File: config.mk
export PLATFORM = sky130hd
export DESIGN_NAME = bbrc_ctrl
export DESIGN_NICKNAME = d
export VERILOG_FILES = /design/src/common/bbrc_pkg.sv /design/src/common/bbrc_cca_if.sv /design/src/design/bbrc_energy_win.sv /design/src/design/bbrc_ctrl.sv
export VERILOG_INCLUDE_DIRS = /design/src /design/src/common
export SDC_FILE = /design/constraint.sdc
export NUM_CORES = 1
export LEC_CHECK = 0
export BUFFER_PORTS_ARGS = -buffer_cell sky130_fd_sc_hd__clkbuf_2
export CORE_MARGIN = 1.5
export CORE_UTILIZATION = 47
export CTS_BUF_LIST = sky130_fd_sc_hd__clkbuf_8
export DETAILED_ROUTE_END_ITERATION = 10
export HOLD_SLACK_MARGIN = 0.06
export PLACE_DENSITY = 0.69
export SYNTH_ARGS = -nofsm -noshare
export SYNTH_HDL_FRONTEND = slang
export SYNTH_SLANG_ARGS = --single-unit
File: constraint.sdc
create_clock -name REF_CLK -period 8.57 [get_ports REF_CLK]
set_input_delay 0.857 -clock REF_CLK [delete_from_list [all_inputs] [get_ports REF_CLK]]
set_output_delay 0.857 -clock REF_CLK [all_outputs]
set_load 0.01 [all_outputs]
File: src/common/bbrc_regs.svh
// register offsets, field positions, reset values and timing counts of the rate and cca control block
// assumes inclusion by bare name from package and design files
`ifndef BBRC_REGS_SVH
`define BBRC_REGS_SVH
`define BBRC_ADDR_W 16
`define BBRC_OFS_FORCE_OFF 16'h2201
`define BBRC_OFS_RATE 16'h2211
`define BBRC_OFS_CCA_CTL 16'h222c
`define BBRC_OFS_THRESH 16'h222d
`define BBRC_OFS_STATUS 16'h2230
`define BBRC_RST_FORCE_OFF 8'h03
`define BBRC_RST_RATE 8'h06
`define BBRC_RST_CCA_CTL 8'h20
`define BBRC_RST_THRESH 8'hb2
`define BBRC_FO_TX_BIT 1
`define BBRC_FO_RX_BIT 0
`define BBRC_CODE_LSB 4
`define BBRC_RATE_LSB 0
`define BBRC_IDLE_OVR_BIT 5
`define BBRC_WIN_LSB 2
`define BBRC_METH_LSB 0
`define BBRC_CLK_MHZ 10
`define BBRC_WIN_1US 1
`define BBRC_WIN_2US 2
`define BBRC_WIN_4US 4
`define BBRC_WIN_8US 8
`define BBRC_WIN_16US 16
`endif

File: src/common/bbrc_pkg.sv
// types of the rate and cca control block
// assumes bbrc_regs.svh is on the include path
`include "bbrc_regs.svh"
package bbrc_pkg;
  typedef enum logic [1:0] {
    BBRC_SENSE_ENERGY = 2'h0,
    BBRC_SENSE_CARRIER = 2'h1,
    BBRC_SENSE_FRAME = 2'h2,
    BBRC_SENSE_RSVD = 2'h3
  } bbrc_sense_t;
  typedef enum logic [2:0] {
    BBRC_TX_IDLE = 3'b001,
    BBRC_TX_DEFER = 3'b010,
    BBRC_TX_SEND = 3'b100
  } bbrc_txst_t;
endpackage : bbrc_pkg

File: src/common/bbrc_cca_if.sv
// interface between the control top and the energy window measurer
// assumes one clock shared by both ends
`timescale 1ns/1ns
`default_nettype none
interface bbrc_cca_if;
  logic [2:0] win_sel;
  logic sampling;
  logic [7:0] energy;
  logic [7:0] thresh;
  logic busy;
  logic valid;
  modport ctl (output win_sel, output sampling, output energy, output thresh, input busy, input valid);
  modport meas (input win_sel, input sampling, input energy, input thresh, output busy, output valid);
endinterface : bbrc_cca_if
`default_nettype wire

File: src/design/bbrc_energy_win.sv
// energy detector: takes peak energy over a selectable window and compares with threshold
// assumes energy samples arrive synchronous to REF_CLK, one per cycle
`timescale 1ns/1ns
`default_nettype none
`include "bbrc_regs.svh"
module bbrc_energy_win (
  input wire logic clk,
  input wire logic rst,
  bbrc_cca_if.meas cca
);
  import bbrc_pkg::*;
  localparam int C1 = `BBRC_WIN_1US * `BBRC_CLK_MHZ;
  localparam int C2 = `BBRC_WIN_2US * `BBRC_CLK_MHZ;
  localparam int C4 = `BBRC_WIN_4US * `BBRC_CLK_MHZ;
  localparam int C8 = `BBRC_WIN_8US * `BBRC_CLK_MHZ;
  localparam int C16 = `BBRC_WIN_16US * `BBRC_CLK_MHZ;

  function automatic logic [7:0] win_len(input logic [2:0] sel);
    case (sel)
      3'h0: win_len = 8'(C1);
      3'h1: win_len = 8'(C2);
      3'h2: win_len = 8'(C4);
      3'h3: win_len = 8'(C8);
      default: win_len = 8'(C16);
    endcase
  endfunction : win_len

  logic [7:0] cnt_reg;
  logic [7:0] peak_reg;
  logic busy_reg;
  logic valid_reg;
  // peak rather than sum keeps the compare 8 bits wide at any window length
  wire [7:0] len = win_len(cca.win_sel);
  wire last = cca.sampling && (cnt_reg >= len - 8'h01);
  wire [7:0] peak_now = (cca.energy > peak_reg) ? cca.energy : peak_reg;

  always_ff @(posedge clk) begin
    if (rst) begin
      cnt_reg <= 8'h00;
      peak_reg <= 8'h00;
      busy_reg <= 1'b0;
      valid_reg <= 1'b0;
    end else if (!cca.sampling) begin
      cnt_reg <= 8'h00;
      peak_reg <= 8'h00;
      valid_reg <= 1'b0;
    end else if (last) begin
      cnt_reg <= 8'h00;
      peak_reg <= 8'h00;
      busy_reg <= peak_now > cca.thresh;
      valid_reg <= 1'b1;
    end else begin
      cnt_reg <= cnt_reg + 8'h01;
      peak_reg <= peak_now;
    end
  end
  assign cca.busy = busy_reg;
  assign cca.valid = valid_reg;

  AST_WIN_ONE_US: assert property (@(posedge clk) disable iff (rst)
    (cca.sampling && cca.win_sel == 3'h0 && cnt_reg == 8'h09) |=> cnt_reg == 8'h00)
    else $error("one microsecond window did not close after ten cycles");
endmodule : bbrc_energy_win
`default_nettype wire

File: src/design/bbrc_ctrl.sv
// top of the rate and cca control block: register port, power override, transmit gate
// assumes energy, carrier and frame indications synchronous to REF_CLK; phy inputs from pins
`timescale 1ns/1ns
`default_nettype none
`include "bbrc_regs.svh"
module bbrc_ctrl (
  input wire logic REF_CLK,
  input wire logic RST,
  input wire logic [`BBRC_ADDR_W-1:0] ADDR,
  input wire logic [7:0] WDATA,
  input wire logic WR,
  input wire logic RD,
  output logic [7:0] RDATA,
  input wire logic PHY_TX_ON,
  input wire logic PHY_RX_ON,
  input wire logic RX_PACKET,
  input wire logic [7:0] ENERGY,
  input wire logic CARRIER_DET,
  input wire logic FRAME_DET,
  input wire logic TX_REQ,
  input wire logic TX_DONE,
  output logic TX_GO,
  output logic TX_PWR,
  output logic RX_PWR,
  output logic CHANNEL_IDLE,
  output logic [1:0] CODING_RATE,
  output logic [3:0] AIR_RATE,
  output logic RATE_VALID,
  output bbrc_pkg::bbrc_sense_t SENSE_METHOD
);
  import bbrc_pkg::*;

  // registers
  logic [7:0] force_off_reg;
  logic [7:0] rate_reg;
  logic [7:0] cca_ctl_reg;
  logic [7:0] thresh_reg;
  logic [7:0] rdata_reg;
  bbrc_txst_t tx_st_reg;
  bbrc_txst_t tx_st_next;
  logic tx_pwr_reg;
  logic rx_pwr_reg;
  logic idle_reg;
  logic tx_go_reg;
  logic rate_ok_reg;

  // pin inputs: three stages, a change counts when stages two and three agree
  logic [2:0] ptx_sync;
  logic [2:0] prx_sync;
  logic ptx_reg;
  logic prx_reg;

  bbrc_cca_if cca ();

  function automatic logic rate_legal(input logic [3:0] rate, input logic [1:0] code);
    case (rate)
      4'h0: rate_legal = (code == 2'h1);
      4'h1, 4'h2, 4'h3, 4'h5, 4'h9: rate_legal = 1'b1;
      default: rate_legal = 1'b0;
    endcase
  endfunction : rate_legal

  // address decode
  wire sel_fo = (ADDR == `BBRC_OFS_FORCE_OFF);
  wire sel_rate = (ADDR == `BBRC_OFS_RATE);
  wire sel_cca = (ADDR == `BBRC_OFS_CCA_CTL);
  wire sel_thr = (ADDR == `BBRC_OFS_THRESH);
  wire sel_sts = (ADDR == `BBRC_OFS_STATUS);

  // fields
  wire tx_force = force_off_reg[`BBRC_FO_TX_BIT];
  wire rx_enable = force_off_reg[`BBRC_FO_RX_BIT];
  wire [1:0] code_sel = rate_reg[`BBRC_CODE_LSB +: 2];
  wire [3:0] rate_sel = rate_reg[`BBRC_RATE_LSB +: 4];
  wire idle_ovr = cca_ctl_reg[`BBRC_IDLE_OVR_BIT];
  wire [2:0] win_sel = cca_ctl_reg[`BBRC_WIN_LSB +: 3];
  bbrc_sense_t method;
  assign method = bbrc_sense_t'(cca_ctl_reg[`BBRC_METH_LSB +: 2]);

  // reserved bits are stored as written; software keeps them zero
  wire [7:0] status_word = {3'h0, tx_st_reg, idle_reg, cca.busy};
  wire [7:0] rd_mux = sel_fo ? force_off_reg :
                      sel_rate ? rate_reg :
                      sel_cca ? cca_ctl_reg :
                      sel_thr ? thresh_reg :
                      sel_sts ? status_word : 8'h00;

  always_ff @(posedge REF_CLK) begin
    if (RST) begin
      force_off_reg <= `BBRC_RST_FORCE_OFF;
      rate_reg <= `BBRC_RST_RATE;
      cca_ctl_reg <= `BBRC_RST_CCA_CTL;
      thresh_reg <= `BBRC_RST_THRESH;
    end else if (WR) begin
      if (sel_fo) force_off_reg <= WDATA;
      if (sel_rate) rate_reg <= WDATA;
      if (sel_cca) cca_ctl_reg <= WDATA;
      if (sel_thr) thresh_reg <= WDATA;
    end
  end

  always_ff @(posedge REF_CLK) begin
    if (RST) rdata_reg <= 8'h00;
    else if (RD) rdata_reg <= rd_mux;
    else rdata_reg <= 8'h00;
  end

  always_ff @(posedge REF_CLK) begin
    if (RST) begin
      ptx_sync <= 3'h0;
      prx_sync <= 3'h0;
      ptx_reg <= 1'b0;
      prx_reg <= 1'b0;
    end else begin
      ptx_sync <= {ptx_sync[1:0], PHY_TX_ON};
      prx_sync <= {prx_sync[1:0], PHY_RX_ON};
      if (ptx_sync[2] == ptx_sync[1]) ptx_reg <= ptx_sync[2];
      if (prx_sync[2] == prx_sync[1]) prx_reg <= prx_sync[2];
    end
  end

  // energy measurement runs whenever no packet is being received
  assign cca.sampling = !RX_PACKET;
  assign cca.energy = ENERGY;
  assign cca.thresh = thresh_reg;
  assign cca.win_sel = win_sel;

  bbrc_energy_win u_win (
    .clk(REF_CLK),
    .rst(RST),
    .cca(cca.meas)
  );

  // busy criterion by method; window only matters through the energy path
  wire busy_sel = (method == BBRC_SENSE_ENERGY) ? cca.busy :
                  (method == BBRC_SENSE_CARRIER) ? CARRIER_DET :
                  (method == BBRC_SENSE_FRAME) ? FRAME_DET : 1'b0;
  // reserved method never blocks, so a bad setting cannot hang the transmitter
  wire idle_next = idle_ovr | ~busy_sel;

  // transmit gate
  always_comb begin
    tx_st_next = tx_st_reg;
    unique case (tx_st_reg)
      BBRC_TX_IDLE: begin
        if (TX_REQ) tx_st_next = idle_reg ? BBRC_TX_SEND : BBRC_TX_DEFER;
      end
      BBRC_TX_DEFER: begin
        if (idle_reg) tx_st_next = BBRC_TX_SEND;
      end
      BBRC_TX_SEND: begin
        if (TX_DONE) tx_st_next = BBRC_TX_IDLE;
      end
    endcase
  end

  always_ff @(posedge REF_CLK) begin
    if (RST) begin
      tx_st_reg <= BBRC_TX_IDLE;
      tx_go_reg <= 1'b0;
      idle_reg <= 1'b0;
      tx_pwr_reg <= 1'b0;
      rx_pwr_reg <= 1'b0;
      rate_ok_reg <= 1'b0;
    end else begin
      tx_st_reg <= tx_st_next;
      tx_go_reg <= (tx_st_next == BBRC_TX_SEND);
      idle_reg <= idle_next;
      tx_pwr_reg <= ptx_reg & ~tx_force;
      rx_pwr_reg <= prx_reg & rx_enable;
      rate_ok_reg <= rate_legal(rate_sel, code_sel);
    end
  end

  assign RDATA = rdata_reg;
  assign TX_GO = tx_go_reg;
  assign TX_PWR = tx_pwr_reg;
  assign RX_PWR = rx_pwr_reg;
  assign CHANNEL_IDLE = idle_reg;
  assign CODING_RATE = code_sel;
  assign AIR_RATE = rate_sel;
  assign RATE_VALID = rate_ok_reg;
  assign SENSE_METHOD = method;

  AST_TX_FORCED_OFF: assert property (@(posedge REF_CLK) disable iff (RST)
    $past(tx_force) |-> !TX_PWR)
    else $error("transmitter powered while forced off");
  AST_RX_FORCED_OFF: assert property (@(posedge REF_CLK) disable iff (RST)
    !$past(rx_enable) |-> !RX_PWR)
    else $error("receiver powered while forced off");
  AST_TX_FOLLOWS_PHY: assert property (@(posedge REF_CLK) disable iff (RST)
    !$past(tx_force) |-> TX_PWR == $past(ptx_reg))
    else $error("transmit power differs from phy command");
  AST_RX_FOLLOWS_PHY: assert property (@(posedge REF_CLK) disable iff (RST)
    $past(rx_enable) |-> RX_PWR == $past(prx_reg))
    else $error("receive power differs from phy command");
  AST_OVERRIDE_IDLE: assert property (@(posedge REF_CLK) disable iff (RST)
    (!$past(RST) && $past(idle_ovr)) |-> CHANNEL_IDLE)
    else $error("channel busy despite idle override");
  AST_SEND_ONLY_IDLE: assert property (@(posedge REF_CLK) disable iff (RST)
    $rose(TX_GO) |-> $past(idle_reg))
    else $error("transmission started on busy channel");
  AST_DEFER_BUSY: assert property (@(posedge REF_CLK) disable iff (RST)
    (tx_st_reg == BBRC_TX_DEFER && !idle_reg) |=> !TX_GO)
    else $error("deferred packet sent while busy");
  AST_DEFER_RELEASE: assert property (@(posedge REF_CLK) disable iff (RST)
    (tx_st_reg == BBRC_TX_DEFER && idle_reg) |=> TX_GO)
    else $error("deferred packet not released when idle");
  AST_CARRIER_BUSY: assert property (@(posedge REF_CLK) disable iff (RST)
    (method == BBRC_SENSE_CARRIER && !idle_ovr && CARRIER_DET) |=> !CHANNEL_IDLE)
    else $error("carrier detect did not mark channel busy");
  AST_WIN_IGNORED: assert property (@(posedge REF_CLK) disable iff (RST)
    (method == BBRC_SENSE_FRAME && !idle_ovr) |=> CHANNEL_IDLE == !$past(FRAME_DET))
    else $error("frame method decision not from frame detect");
  AST_RATE_1M: assert property (@(posedge REF_CLK) disable iff (RST)
    (rate_sel == 4'h0 && code_sel != 2'h1) |=> !RATE_VALID)
    else $error("1 mbps accepted without coding rate one");
  AST_THRESH_RESET: assert property (@(posedge REF_CLK)
    $fell(RST) |-> thresh_reg == 8'hb2)
    else $error("threshold reset value wrong");

  // rate table: listed codes valid, 0 only with coding rate one, the rest never
  AST_RATE_LISTED: assert property (@(posedge REF_CLK) disable iff (RST)
    (rate_sel == 4'h1 || rate_sel == 4'h2 || rate_sel == 4'h3 ||
     rate_sel == 4'h5 || rate_sel == 4'h9) |=> RATE_VALID)
    else $error("listed air rate not accepted");
  AST_RATE_UNLISTED: assert property (@(posedge REF_CLK) disable iff (RST)
    !(rate_sel == 4'h0 || rate_sel == 4'h1 || rate_sel == 4'h2 ||
      rate_sel == 4'h3 || rate_sel == 4'h5 || rate_sel == 4'h9) |=> !RATE_VALID)
    else $error("unlisted air rate accepted");
  AST_CODED_1M: assert property (@(posedge REF_CLK) disable iff (RST)
    (rate_sel == 4'h0 && code_sel == 2'h1) |=> RATE_VALID)
    else $error("1 mbps with coding rate one refused");
  // decision source per method
  AST_ENERGY_DECIDES: assert property (@(posedge REF_CLK) disable iff (RST)
    (method == BBRC_SENSE_ENERGY && !idle_ovr) |=> CHANNEL_IDLE == !$past(cca.busy))
    else $error("energy method decision not from energy detector");
  AST_RESERVED_IDLE: assert property (@(posedge REF_CLK) disable iff (RST)
    (method == BBRC_SENSE_RSVD) |=> CHANNEL_IDLE)
    else $error("reserved method marked channel busy");
  AST_PACKET_HOLDS: assert property (@(posedge REF_CLK) disable iff (RST)
    RX_PACKET |=> cca.busy == $past(cca.busy))
    else $error("energy decision changed during packet");
  // transmit gate sequencing
  AST_IDLE_SEND: assert property (@(posedge REF_CLK) disable iff (RST)
    (tx_st_reg == BBRC_TX_IDLE && TX_REQ && idle_reg) |=> TX_GO)
    else $error("request on idle channel not sent");
  AST_IDLE_DEFER: assert property (@(posedge REF_CLK) disable iff (RST)
    (tx_st_reg == BBRC_TX_IDLE && TX_REQ && !idle_reg) |=> (tx_st_reg == BBRC_TX_DEFER && !TX_GO))
    else $error("request on busy channel not deferred");
  AST_SEND_HOLDS: assert property (@(posedge REF_CLK) disable iff (RST)
    (tx_st_reg == BBRC_TX_SEND && !TX_DONE) |=> TX_GO)
    else $error("send dropped before done");
  AST_STATE_ONEHOT: assert property (@(posedge REF_CLK) disable iff (RST)
    $onehot(tx_st_reg))
    else $error("transmit state not one-hot");

  COV_DEFER: cover property (@(posedge REF_CLK) disable iff (RST)
    tx_st_reg == BBRC_TX_DEFER ##[1:50] TX_GO);
  COV_DIRECT: cover property (@(posedge REF_CLK) disable iff (RST)
    tx_st_reg == BBRC_TX_IDLE && TX_REQ && idle_reg);
  COV_ENERGY_BUSY: cover property (@(posedge REF_CLK) disable iff (RST)
    method == BBRC_SENSE_ENERGY && cca.busy);
  COV_PACKET_PAUSE: cover property (@(posedge REF_CLK) disable iff (RST)
    RX_PACKET && method == BBRC_SENSE_ENERGY && cca.busy);
  COV_OVERRIDE_SEND: cover property (@(posedge REF_CLK) disable iff (RST)
    idle_ovr && TX_GO);
endmodule : bbrc_ctrl
`default_nettype wire

==> impl_metrics.py <==
metrics = {
    "timing": {
        "slew_headroom_pct": 27.1,
        "period_share_pct": 40.0,
        "hold_violations": 0,
        "slew_violations": 0,
        "tightest_slew_ns": 1.09,
        "fin_crit_ns": 3.43,
        "finalWorstSetupSlack_ns": 5.14,
        "skew_ns": 0.00608,
        "setup_viol": 0,
        "rsz0062_at_grt": "false",
        "fin_tns_setup_ns": 0,
        "fmax_ghz": 0.292,
    },
    "clock_network": {
        "post_cts_buffers": 0,
        "cts_repair_resize_count": 0,
        "ctsRootBufferMaster": "clkbuf_8",
        "clk_pin_slew_worst_paths_ns": 0.08,
        "cts_tree": "yes",
        "cts_made_buffers": 9,
        "cts_buffer_depth": 2,
        "insertion_delay_ns": 0.34,
        "hold_buffers": 0,
        "clock_sinks": 73,
        "h-tree-depth": 3,
    },
    "route": {
        "via_count": 3327,
        "avgRoutedWirePerCell_um": 14.7,
        "wl_um": 8690,
        "firstDrtPassIters": 4,
        "dr.first_iter.drc_count": 133,
        "via_per_inst": 5.61,
        "drt.antenna.violating_nets": 0,
        "drc": 0,
    },
    "placement": {
        "io_buffers": 63,
        "finalWeightedCongestion": 0.853,
        "dp_hpwl_um": 6450,
        "dpl_cell_area_um2": 4000,
        "pre_cts_ws_ns": 4.81,
    },
    "critical_path": {
        "path_class": "input pin to flop",
        "slowest_stage": "or2_2",
        "worstSetupEndpointType": "flop",
        "crit_top_cell": "ha_1",
        "cp_slowest_stage_delay_ns": 0.48,
        "crit_required_ns": 8.82,
        "critPathArrivalTime_ns": 3.68,
        "cp_cell_sequence": "clkbuf_2, ha_1, nand4_1, or2_2, nand2_1, nor2_1, or3_1, ha_1, nor2b_1, o211ai_1, a21oi_1, a211oi_1, o41ai_1",
        "cp_max_fo": 10,
        "critPathLaunchType": "input pin",
    },
    "synthesis": {
        "yosys-top-cells-area": "dfxtp_1 40%, ha_1 8.1%, a21oi_1 5.8%",
        "synth_top_area_share_pct": 39.6,
        "synth_common_cells": "73 x dfxtp_1, 43 x a21oi_1, 41 x nand2_1",
        "yosysTopAreaCell": "dfxtp_1",
        "synth_seq_cells": 73,
        "yosysUniqueCellTypes": 53,
        "synth_seq_area_share_pct": 39.6,
        "syn_area_um2": 3690,
        "syn_nets": 504,
        "ys.flop_type": "dfxtp_1",
        "ys_warn_count": 0,
        "synth_most_common_cell": "dfxtp_1",
        "synth_area_per_cell_um2": 8.43,
        "synth-edff-count": 0,
        "async_flop_share_pct": 0,
        "syn_inst": 437,
    },
    "grt": {
        "grt_pass1_vias": 3108,
        "globalRoute.totalOverflow": 0,
        "grt.total_usage_pct": 21.4,
        "grt_pass1_wl_um": 14200,
        "grt_max_degree": 49,
        "antenna_found_initial": 0,
    },
    "power_and_ir_drop": {
        "vdd_ir_drop_max_mv": 0.0891,
        "pwr-share-clk_pct": 35.4,
        "sw_frac_of_total_pct": 27.8,
        "p_sw_mw": 0.185,
        "pwr-share-comb_pct": 11.9,
        "cellPowerDensity_nw_per_um2": 159,
        "power_frac_seq_pct": 52.7,
        "leakage_nw": 1.68,
        "p_int_mw": 0.480,
    },
    "final_layout": {
        "drive_gt1_share_pct": 17.9,
        "fill_cells": 720,
        "syn2layout_area_growth_pct": 13.2,
        "final_cell_area_um2": 4170,
        "diodes": 0,
        "nets": 553,
    },
    "floorplanning": {
        "io-pin-count": 64,
        "die_w_um": 91.6,
        "rows": 32,
        "dieHeight_um": 91.6,
        "start_util_pct": 48.2,
        "die_area_um2": 8380,
        "core_area_um2": 7650,
    },
    "run": {
        "cap_violations": 0,
    },
    "hold_path": {
        "min_path_type": "flop to flop",
    },
    "status": {
        "status": "finished, final reports clean",
    },
}
==> through the flow <==
stage / utilization [%] / power (mW) / hold slack [ns] / instances
finish: 54.5 / 0.665 / 0.440 / 593
detailed placement: 52.3 / 0.437 / 0.422 / 577
global placement: 52.3 / 0.434 / 0.419 / 577
CTS: 54.5 / 0.671 / 0.441 / 593
global route: 54.5 / 0.699 / 0.461 / 593
floorplan: - / 0.409 / 0.407 / 437
==> power by group through the flow <==
stage | logic, mW | clock network (mW) | registers, mW
floorplan | 0.0518 | 0 | 0.357
global placement | 0.0756 | 0 | 0.358
detailed placement | 0.0788 | 0 | 0.358
CTS | 0.0789 | 0.242 | 0.350
global route | 0.0897 | 0.257 | 0.352
finish | 0.0794 | 0.235 | 0.351
==> logic make-up after synthesis <==
kind of cell | synth area share (%)
simple gates | 24.6
compound gates | 16.8
flops | 39.6
buf+inv | 6.38
fa+ha+maj | 8.15
mux | 2.72
xor+xnor | 1.66
==> final timing paths <==
kind | startpoint | endpoint | slack, ns | depth (start not counted)
setup / recovery | ENERGY[7] | u_win.cca.busy | 5.14 | 13
hold / removal | prx_sync[0] | prx_sync[1] | 0.44 | 1
setup reg to reg | u_win.peak_reg[7] | u_win.cca.busy | 5.37 | 13
hold reg to reg | prx_sync[0] | prx_sync[1] | 0.44 | 1
==> cell usage in the layout (no fill, tap or decap), types with 2 or more instances in the layout <==
cell,n
dfxtp_1,73
clkbuf_2,63
a21oi_1,43
nand2_1,41
nor2_1,38
inv_1,27
ha_1,24
nand3_1,22
nor3_1,18
o21ai_0,13
nor2b_1,12
mux2i_1,10
nor4_1,9
clkbuf_8,9
o32ai_1,8
or3_1,5
a221oi_1,5
a22oi_1,5
xor2_1,5
a211o_1,5
nand4_1,4
nand3b_1,4
o211ai_1,3
nand2b_1,3
a31oi_1,3
and3_1,3
clkinvlp_4,3
o21ai_1,2
xnor2_1,2
or4b_4,2
or4b_2,2
a21o_1,2
clkinv_4,2
==> final cells by class <==
cell class	count	area (um2)	share of cell area, %
Timing Repair Buffer	64	323	7.74
Clock inverter	7	48.8	1.17
Inverter	26	97.6	2.34
Tap cell	102	128	3.06
Multi-Input combinational cell	312	1990	47.7
Clock buffer	9	124	2.97
Sequential cell	73	1460	35.0
==> worst max-delay path, delay by kind of cell <==
| family | cells | cell delay [ns] |
|---|---|---|
| and+or+nand+nor | 6 | 1.61 |
| AOI/OAI and AO/OA | 4 | 0.58 |
| adders and majority gates | 2 | 0.51 |
| buffers and inverters | 1 | 0.11 |
==> routing by layer <==
metal	track usage (%)	wire, um	share of wire (%)	vias up
li1	-	-	-	1663
met4	11.1	136	1.6	0
met2	33.9	4120	47	118
met3	3.77	558	6.4	14
met1	27.7	3880	45	1532
met5	0	0	0	-
(Power assumes the default switching activity.)
